File: src/inc/hsr_pkg.sv
// shared constants, types and helpers of the sensor configuration and id register bank
package hsr_pkg;

  // ------------------------------------------------------------------
  // register offsets on the register port
  // ------------------------------------------------------------------
  localparam logic [7:0] HSR_OFS_CONFIG    = 8'h02;
  localparam logic [7:0] HSR_OFS_SERIAL_HI = 8'hfb;
  localparam logic [7:0] HSR_OFS_SERIAL_MD = 8'hfc;
  localparam logic [7:0] HSR_OFS_SERIAL_LO = 8'hfd;
  localparam logic [7:0] HSR_OFS_MAKER     = 8'hfe;
  localparam logic [7:0] HSR_OFS_PART      = 8'hff;

  // ------------------------------------------------------------------
  // field layouts
  // ------------------------------------------------------------------
  localparam int HSR_CFG_TRES_BIT  = 10;
  localparam int HSR_CFG_HRES_MSB  = 9;
  localparam int HSR_CFG_HRES_LSB  = 8;
  localparam int HSR_SERIAL_W      = 41;
  localparam int HSR_SN_HI_MSB     = 40;
  localparam int HSR_SN_HI_LSB     = 25;
  localparam int HSR_SN_MD_MSB     = 24;
  localparam int HSR_SN_MD_LSB     = 9;
  localparam int HSR_SN_LO_MSB     = 8;
  localparam int HSR_SN_LO_LSB     = 0;
  localparam int HSR_SN_PAD_W      = 7;
  localparam logic [6:0] HSR_SN_PAD = 7'h00;

  // ------------------------------------------------------------------
  // reset values and resolution encodings
  // ------------------------------------------------------------------
  localparam logic [15:0] HSR_WORD_ZERO = 16'h0000;
  localparam logic [1:0]  HSR_HRES_14   = 2'h0;
  localparam logic [1:0]  HSR_HRES_11   = 2'h1;
  localparam logic [1:0]  HSR_HRES_8    = 2'h2;
  localparam logic        HSR_TRES_14   = 1'b0;
  localparam logic        HSR_TRES_11   = 1'b1;
  localparam logic [4:0]  HSR_BITS_14   = 5'h0e;
  localparam logic [4:0]  HSR_BITS_11   = 5'h0b;
  localparam logic [4:0]  HSR_BITS_8    = 5'h08;

  // register port sequencer states
  typedef enum logic [1:0] {
    HSR_ST_IDLE   = 2'b01,
    HSR_ST_ANSWER = 2'b10
  } hsr_state_t;

  // true for any offset that the bank answers
  function automatic logic hsr_is_mapped(input logic [7:0] addr);
    return (addr == HSR_OFS_CONFIG) || (addr == HSR_OFS_SERIAL_HI) ||
           (addr == HSR_OFS_SERIAL_MD) || (addr == HSR_OFS_SERIAL_LO) ||
           (addr == HSR_OFS_MAKER) || (addr == HSR_OFS_PART);
  endfunction

endpackage

File: src/design/hsr_id_rom.sv
// read-only identity words and configuration readback with registered read data
`timescale 1ns/100ps

module hsr_id_rom import hsr_pkg::*; #(
  parameter logic [15:0] MAKER_CODE = 16'h0000,
  parameter logic [15:0] PART_CODE  = 16'h0000
) (
  input  wire logic                    clk_sys,
  input  wire logic                    rst_n,
  input  wire logic                    rd_en,
  input  wire logic [7:0]              rd_addr,
  input  wire logic [HSR_SERIAL_W-1:0] unit_serial_bits,
  input  wire logic [15:0]             cfg_word,
  output logic      [15:0]             rd_word,
  output logic                         rd_hit
);

  logic [15:0] word_reg;
  logic [15:0] word_next;
  logic        hit_reg;
  logic        hit_next;

  // ------------------------------------------------------------------
  // word select, held until the next read so the answer stays steady
  // ------------------------------------------------------------------
  always_comb begin
    word_next = word_reg;
    hit_next  = hit_reg;
    if (rd_en) begin
      hit_next = hsr_is_mapped(rd_addr);
      unique case (rd_addr)
        HSR_OFS_CONFIG:    word_next = cfg_word;
        HSR_OFS_SERIAL_HI: word_next = unit_serial_bits[HSR_SN_HI_MSB:HSR_SN_HI_LSB];
        HSR_OFS_SERIAL_MD: word_next = unit_serial_bits[HSR_SN_MD_MSB:HSR_SN_MD_LSB];
        HSR_OFS_SERIAL_LO: word_next = {unit_serial_bits[HSR_SN_LO_MSB:HSR_SN_LO_LSB],
                                        HSR_SN_PAD};
        HSR_OFS_MAKER:     word_next = MAKER_CODE;
        HSR_OFS_PART:      word_next = PART_CODE;
        default:           word_next = HSR_WORD_ZERO;
      endcase
    end
  end

  always_ff @(posedge clk_sys or negedge rst_n) begin
    if (!rst_n) begin
      word_reg <= HSR_WORD_ZERO;
      hit_reg  <= 1'b0;
    end else begin
      word_reg <= word_next;
      hit_reg  <= hit_next;
    end
  end

  assign rd_word = word_reg;
  assign rd_hit  = hit_reg;

endmodule // hsr_id_rom

File: src/design/hsr_regs.sv
// top of the sensor configuration and identity register bank
`timescale 1ns/100ps

module hsr_regs import hsr_pkg::*; #(
  parameter logic [15:0] MAKER_CODE = 16'h00a5, // arbitrary value
  parameter logic [15:0] PART_CODE  = 16'h005a  // arbitrary value
) (
  input  wire logic                    clk_sys,
  input  wire logic                    resetn,
  input  wire logic                    rd_req,
  input  wire logic [7:0]              rd_addr,
  output logic                         rd_ready,
  output logic                         rd_valid,
  output logic      [15:0]             rd_data,
  output logic                         rd_err,
  input  wire logic                    wr_req,
  input  wire logic [7:0]              wr_addr,
  input  wire logic [15:0]             wr_data,
  output logic                         wr_ready,
  output logic                         wr_err,
  input  wire logic [HSR_SERIAL_W-1:0] unit_serial_bits,
  output logic      [4:0]              hum_res_bits,
  output logic      [4:0]              temp_res_bits
);

  // ------------------------------------------------------------------
  // reset release
  // ------------------------------------------------------------------
  logic rst_meta_reg;
  logic rst_sync_reg;
  logic rst_n;

  // two stages so the release never lands close to a clock edge
  always_ff @(posedge clk_sys or negedge resetn) begin
    if (!resetn) begin
      rst_meta_reg <= 1'b0;
      rst_sync_reg <= 1'b0;
    end else begin
      rst_meta_reg <= 1'b1;
      rst_sync_reg <= rst_meta_reg;
    end
  end

  // internal reset, lifts two edges after resetn rises
  assign rst_n = rst_sync_reg;

  // ------------------------------------------------------------------
  // request sequencer
  // ------------------------------------------------------------------
  hsr_state_t state_reg;
  hsr_state_t state_next;
  logic       rd_take;
  logic       wr_take;

  // reads win over a write offered in the same cycle
  assign rd_take  = (state_reg == HSR_ST_IDLE) && rd_req;
  assign wr_take  = (state_reg == HSR_ST_IDLE) && wr_req && !rd_req;
  assign rd_ready = (state_reg == HSR_ST_IDLE);
  assign wr_ready = (state_reg == HSR_ST_IDLE) && !rd_req;

  // the answer cycle blocks new requests for exactly one cycle
  always_comb begin
    state_next = state_reg;
    unique case (state_reg)
      HSR_ST_IDLE: begin
        if (rd_take) begin
          state_next = HSR_ST_ANSWER;
        end
      end
      HSR_ST_ANSWER: begin
        state_next = HSR_ST_IDLE;
      end
      default: begin
        state_next = HSR_ST_IDLE;
      end
    endcase
  end

  always_ff @(posedge clk_sys or negedge rst_n) begin
    if (!rst_n) begin
      state_reg <= HSR_ST_IDLE;
    end else begin
      state_reg <= state_next;
    end
  end

  // ------------------------------------------------------------------
  // configuration register, resolution bits only
  // ------------------------------------------------------------------
  logic [1:0]  hres_reg;
  logic [1:0]  hres_next;
  logic        tres_reg;
  logic        tres_next;
  logic        wr_err_reg;
  logic        wr_err_next;
  logic [15:0] cfg_word;

  // low reserved bits are dropped; the host is expected to send zeros there
  always_comb begin
    hres_next   = hres_reg;
    tres_next   = tres_reg;
    wr_err_next = 1'b0;
    if (wr_take) begin
      if (wr_addr == HSR_OFS_CONFIG) begin
        hres_next = wr_data[HSR_CFG_HRES_MSB:HSR_CFG_HRES_LSB];
        tres_next = wr_data[HSR_CFG_TRES_BIT];
      end else begin
        wr_err_next = 1'b1;
      end
    end
  end

  always_ff @(posedge clk_sys or negedge rst_n) begin
    if (!rst_n) begin
      hres_reg   <= HSR_HRES_14;
      tres_reg   <= HSR_TRES_14;
      wr_err_reg <= 1'b0;
    end else begin
      hres_reg   <= hres_next;
      tres_reg   <= tres_next;
      wr_err_reg <= wr_err_next;
    end
  end

  assign wr_err = wr_err_reg;

  // readback: only the resolution bits are held, the rest reads zero
  always_comb begin
    cfg_word = HSR_WORD_ZERO;
    cfg_word[HSR_CFG_TRES_BIT] = tres_reg;
    cfg_word[HSR_CFG_HRES_MSB:HSR_CFG_HRES_LSB] = hres_reg;
  end

  // ------------------------------------------------------------------
  // resolution outputs toward the conversion logic
  // ------------------------------------------------------------------
  logic [4:0] hum_dec;
  logic [4:0] temp_dec;
  logic [4:0] hum_bits_reg;
  logic [4:0] temp_bits_reg;

  hsr_res_decode u_decode (
    .hres_field (hres_reg),
    .tres_sel   (tres_reg),
    .hum_bits   (hum_dec),
    .temp_bits  (temp_dec)
  );

  // registered so the converter sees a width that never glitches
  always_ff @(posedge clk_sys or negedge rst_n) begin
    if (!rst_n) begin
      hum_bits_reg  <= HSR_BITS_14;
      temp_bits_reg <= HSR_BITS_14;
    end else begin
      hum_bits_reg  <= hum_dec;
      temp_bits_reg <= temp_dec;
    end
  end

  assign hum_res_bits  = hum_bits_reg;
  assign temp_res_bits = temp_bits_reg;

  // ------------------------------------------------------------------
  // read data path
  // ------------------------------------------------------------------
  logic rom_hit;

  // serial and codes are fixed, so no path exists that could overwrite them
  hsr_id_rom #(
    .MAKER_CODE (MAKER_CODE),
    .PART_CODE  (PART_CODE)
  ) u_rom (
    .clk_sys          (clk_sys),
    .rst_n            (rst_n),
    .rd_en            (rd_take),
    .rd_addr          (rd_addr),
    .unit_serial_bits (unit_serial_bits),
    .cfg_word         (cfg_word),
    .rd_word          (rd_data),
    .rd_hit           (rom_hit)
  );

  assign rd_valid = (state_reg == HSR_ST_ANSWER);
  assign rd_err   = (state_reg == HSR_ST_ANSWER) && !rom_hit;
endmodule // hsr_regs

File: src/design/hsr_res_decode.sv
// decode of the humidity and temperature resolution fields into conversion widths
`timescale 1ns/100ps

module hsr_res_decode import hsr_pkg::*; (
  input  wire logic [1:0] hres_field,
  input  wire logic       tres_sel,
  output logic      [4:0] hum_bits,
  output logic      [4:0] temp_bits
);

  // ------------------------------------------------------------------
  // humidity field; code 11 is undefined and falls back to full width
  // ------------------------------------------------------------------
  always_comb begin
    unique case (hres_field)
      HSR_HRES_14: hum_bits = HSR_BITS_14;
      HSR_HRES_11: hum_bits = HSR_BITS_11;
      HSR_HRES_8:  hum_bits = HSR_BITS_8;
      default:     hum_bits = HSR_BITS_14;
    endcase
  end

  // single temperature select bit
  always_comb begin
    temp_bits = (tres_sel == HSR_TRES_11) ? HSR_BITS_11 : HSR_BITS_14;
  end

endmodule // hsr_res_decode

File: config.mk
export PLATFORM = sky130hd
export DESIGN_NAME = hsr_regs
export DESIGN_NICKNAME = d
export VERILOG_FILES = /design/src/inc/hsr_pkg.sv /design/src/design/hsr_id_rom.sv /design/src/design/hsr_regs.sv /design/src/design/hsr_res_decode.sv
export SDC_FILE = /design/constraint.sdc
export NUM_CORES = 1
export LEC_CHECK = 0
export BUFFER_PORTS_ARGS = -buffer_cell sky130_fd_sc_hd__buf_4
export CORE_ASPECT_RATIO = 0.75
export CORE_MARGIN = 5
export CORE_UTILIZATION = 43
export CTS_BUF_LIST = sky130_fd_sc_hd__clkbuf_4 sky130_fd_sc_hd__clkbuf_8 sky130_fd_sc_hd__clkbuf_16
export DETAILED_ROUTE_END_ITERATION = 6
export HOLD_SLACK_MARGIN = 0.02
export PLACE_DENSITY = 0.89
export SLEW_MARGIN = 5
export SYNTH_ARGS = -nofsm -noshare
export SYNTH_HDL_FRONTEND = slang
export SYNTH_SLANG_ARGS = --single-unit
File: constraint.sdc
create_clock -name clk_sys -period 1.9 [get_ports clk_sys]
set_clock_uncertainty 0.15 [all_clocks]
set_input_delay 0.19 -clock clk_sys [delete_from_list [all_inputs] [get_ports clk_sys]]
set_output_delay 0.19 -clock clk_sys [all_outputs]
set_load 0.1 [all_outputs]
; After elaboration in Yosys (flattened, before gate mapping)
; Cells that the tools add are included.
[totals]
ff_bits = 35
[classes]
n_eq_ne = 12
n_mux = 7
n_reduce_logical = 13
[ops]
columns = op, n
row1 = 16-bit one-hot mux with 6 select lines, 1
row2 = "8-bit == test, second input constant", 5
row3 = "8-bit by 2-bit == test with 1-bit output, second input constant", 2
row4 = 3-bit one-hot mux with 2 select lines, 1
row5 = 1-bit logical AND, 5
row6 = 1-bit logical OR, 5
row7 = "2-bit by 1-bit == test with 1-bit output, second input constant", 2
row8 = "2-bit == test, second input constant", 2
row9 = 2-bit two-way mux, 2
row10 = 3-bit two-way mux, 1
row11 = 1-bit zero test, 2
row12 = 1-bit two-way mux, 2
row13 = "2-bit by 1-bit inequality test with 1-bit output, second input constant", 1
row14 = 2-bit AND reduction, 1

; Logic depth before layout (Yosys ltp)
[depth]
depth_word = 6
mapped_depth = 6
mapped_depth_nobuf = 5

; By module
; A second synthesis with hierarchy kept.
[hier_totals]
cells_unflattened = 160
area_unflattened_um2 = 1766.7
[by_module_without_submodules]
columns = module, n_inst, cells_per_inst, area_each_um2, seq_area_each_um2
row1 = hsr_id_rom, 1, 110, 1062.3, 425.4
row2 = hsr_regs, 1, 36, 611.8, 459.2
row3 = hsr_res_decode, 1, 14, 92.6, 0.0

; Worst setup path after synthesis
; Ideal clock, no wire load.
[synth_timing]
path_type = reg-to-reg
startpoint = reg state_reg[0]
endpoint = reg hres_reg[0]
t_arrival_ns = 3.414
t_required_ns = 1.622
path_slack_ns = -1.791
stages_incl_launch_ff = 5
synth_period_minus_slack_ns = 3.691
path_cell_list = dfstp_2 nor2b_1 and2b_1 nand4_2 mux2_1
[synth_via]
elab_chain_len = 4
[synth_rtl]
columns = element, line
row1 = "start, declared", hsr_regs.sv:50  ; hsr_state_t state_reg;
row2 = "start signal, assigned", hsr_regs.sv:83  ; state_reg <= state_next;
row3 = 2-bit by 1-bit == test with 1-bit output, --
row4 = net rd_ready, hsr_regs.sv:12  ; output logic rd_ready,
row5 = 1-bit logical AND (2 in a row), hsr_regs.sv:57  ; assign wr_take = (state_reg == HSR_ST_IDLE) && wr_req && !rd_req;
row6 = 2-bit AND reduction (no line), --
row7 = "end signal, assigned", hsr_regs.sv:119  ; hres_reg <= hres_next;
row8 = "end, declared", hsr_regs.sv:90  ; logic [1:0] hres_reg;
; The timed path passes the listed nets, and every way through them passes these cells.
; A chain may end at the register's enable or synchronous reset.

; Worst setup path after layout
[layout_timing]
startpoint = reg state_reg[0]
endpoint = out wr_ready
[layout_via]
elab_chain_len = 2
[layout_rtl]
columns = element, line
row1 = 2-bit by 1-bit == test with 1-bit output, hsr_regs.sv:59  ; assign wr_ready = (state_reg == HSR_ST_IDLE) && !rd_req;
row2 = 1-bit logical AND, hsr_regs.sv:59
row3 = "end, declared", hsr_regs.sv:19  ; output logic wr_ready,
; Every way passes these cells.

==> results.cfg <==
[routing]
drtAntennaViolNets = 0
drcViolationCount = 0
wl_per_cell_um = 15.6
drt-pass1-iter-count = 4
routed-via-count = 1550
drt_iter0_drc = 57
routed_wl_um = 4830
via_per_inst = 5.00

[clocking]
clk_pin_slew_ns = 0.07
clock_latency_ns = 0.29
cts_root_buffer = clkbuf_8
cts_max_path_buffers = 2
cts_max_level = 2
clock_sinks = 30
numCtsBuffers = 5
postCtsSetupBuffers = 0
tritoncts = built

[global_route]
grt_pass1_vias = 1648
grt_max_degree = 29
grt_use_total_pct = 18.8
antenna_found_initial = 0
grt_overflow = 0
grt_first_pass_wirelength_um = 7370

[floorplan]
die_h_um = 62.8
num_rows = 19
die_area_um2 = 5040
core_um2 = 3610
start_util_pct = 44.2
die_width_um = 80.4
num_io_pins = 108

[placed_design]
globalplace.congestion = 0.792
hpwl_um = 3710
port_buffers = 89

[finish]
multiInputGateArea_um2 = 772
drive_gt1_share_pct = 46.9
final_nets = 336
layout_commonest_cell = buf_4
num_antenna_cells = 0
fillCellCount = 294
largest_reg_flops = 16
area_growth_pct = 56.3
final_cell_mix = buf_4, dfrtp_1, nand2_1, o21ai_1, nor2_1
register_area_um2 = 756

[worst_setup_path]
start_kind = flop
end_kind = primary output
crit_fanout = 3
cp_data_arrival_time_ns = 1.47
r2r_cells = 5
cp_data_required_time_ns = 1.56
critPathKind = flop to primary output

[synth]
netlist_instances = 159
seq_area_frac_synth_pct = 47.3
synthTopCellsByArea = dfrtp_1, dfstp_2, a32oi_1, nand2_1, o21ai_1
yosysTopAreaCell = dfrtp_1
yosysTopAreaCellShare_pct = 40.8
syn-mean-instance-area_um2 = 10.0
yosysWarnings = 0
syn_area_um2 = 1600
yosys_register_bits = 30
synth_cell_type_count = 35

[sta]
tns_ns = 0
finalMaxSlewViolations = 0
grt_setup_unrepaired = false
min_period_ns = 1.81
fmax_mhz = 553
setup_viol = 0
post-route-period-util_pct = 95.2
finalHoldViolCount = 0

[pwr]
p_comb_share_pct = 24.3
power_frac_seq_pct = 38.2
power_density_nw_per_um2 = 699
power.total_uw = 1740
p_leak_uw = 0.00119
p_sw_share_pct = 30.9
pwr-share-clk_pct = 37.5
peakVddDrop_mv = 0.580
internal-power_uw = 1210
p_sw_uw = 539

[hold_path]
hold_class = input pin to flop
whs_path_depth = 3

[flow_run]
max_cap_violations = 0

[outcome]
status = finished, final reports clean
[worst max-delay path: stages (launching register included)]
cell and delay [ns]:
dfstp_2 0.56, nor2b_4 0.15, and2b_4 0.18, buf_4 0.29
[final timing paths]
kind                                      to  slack [ns]            startpoint
max                                 wr_ready        0.09          state_reg[0]
min                         u_rom.rd_word[0]        0.03  unit_serial_bits[25]
max reg2reg                u_rom.rd_word[11]        0.16          state_reg[0]
min reg2reg                      hres_reg[1]        0.09                 rst_n
max in group asynchronous       state_reg[0]        1.19                 rst_n
min in group asynchronous              rst_n        0.06                resetn
[stage by stage]
step | util (%) | std cells | worst slack (ns) | hold WS, ns | instance area (um^2)
2_1_floorplan | - | 163 | -0.396 | -0.256 | 1640
3_3_place_gp | 64.0 | 295 | 0.202 | -0.177 | 2310
3_5_place_dp | 64.0 | 295 | 0.135 | -0.174 | 2310
4_1_cts | 69.0 | 310 | 0.0888 | 0.0283 | 2490
5_1_grt | 69.1 | 310 | 0.0474 | 0.0402 | 2500
6_report | 69.1 | 310 | 0.0904 | 0.0314 | 2500
[cells in the mapped netlist]
| cell | count |
|---|---|
| nor3_4 | 1 |
| o21ai_0 | 1 |
| conb_1 | 2 |
| and3_1 | 2 |
| mux2_2 | 2 |
| nor4_2 | 1 |
| ha_1 | 2 |
| inv_4 | 1 |
| nand2_1 | 20 |
| nand4_2 | 1 |
| buf_4 | 6 |
| nor2b_1 | 6 |
| and2b_1 | 2 |
| inv_1 | 4 |
| o21ai_1 | 13 |
| and3b_1 | 1 |
| nor4_1 | 2 |
| buf_2 | 5 |
| a22o_1 | 6 |
| nor4b_1 | 1 |
| dfstp_2 | 4 |
| mux2_1 | 4 |
| a21oi_1 | 9 |
| o21ai_2 | 1 |
| nand2b_1 | 1 |
| buf_6 | 2 |
| nor2_2 | 1 |
| a22oi_1 | 8 |
| dfrtp_1 | 26 |
| nand3_1 | 1 |
| a31oi_2 | 1 |
| nor2_1 | 11 |
| a32oi_1 | 9 |
| nor2b_4 | 1 |
| nor4b_2 | 1 |
[what timing repair did]
| item | CTS | global route |
|---|---|---|
| resized for setup | 0 | 1 |
| hold buffers | 7 | 0 |
| endpoints found under the hold margin | 8 | 0 |
| setup endpoints to repair | 0 | 1 |
[area by class of cell]
cell class                      instances  share of cell area (%)
Clock buffer                            5                    2.76
Clock inverter                          3                    1.80
Inverter                                5                   0.852
Multi-Input combinational cell        115                    30.9
Sequential cell                        30                    30.3
Tap cell                               52                    2.61
Timing Repair Buffer                  100                    30.8
[power by group through the flow]
stage | clock network (uW) | registers, uW | logic [uW]
after CTS | 657 | 665 | 426
final | 655 | 666 | 424
after floorplan | 0 | 729 | 218
after detailed placement | 0 | 677 | 414
after global routing | 687 | 667 | 450
after global placement | 0 | 676 | 407
[kinds of logic (layout without fill, tap and decap cells)]
group                      Yosys count  in the layout  synth area share [%]
and+or+nand+nor                     53             53                  18.7
DFF                                 30             30                  47.3
other                                2              6                 0.470
adders and majority gates            2              2                  1.57
AOI/OAI and AO/OA                   48             48                  20.5
muxes                                6              6                  4.23
buffers and inverters               18            113                  7.13
[routing by layer]
layer  track usage, %  up-vias  share of wire [%]
met5                0        -                  0
met4             5.70        0                1.3
met3             5.19        7                5.9
met2             32.2       53                 51
met1             22.8      737                 42
li1                 -      753                  -
Power figures use the tool's default switching activity.
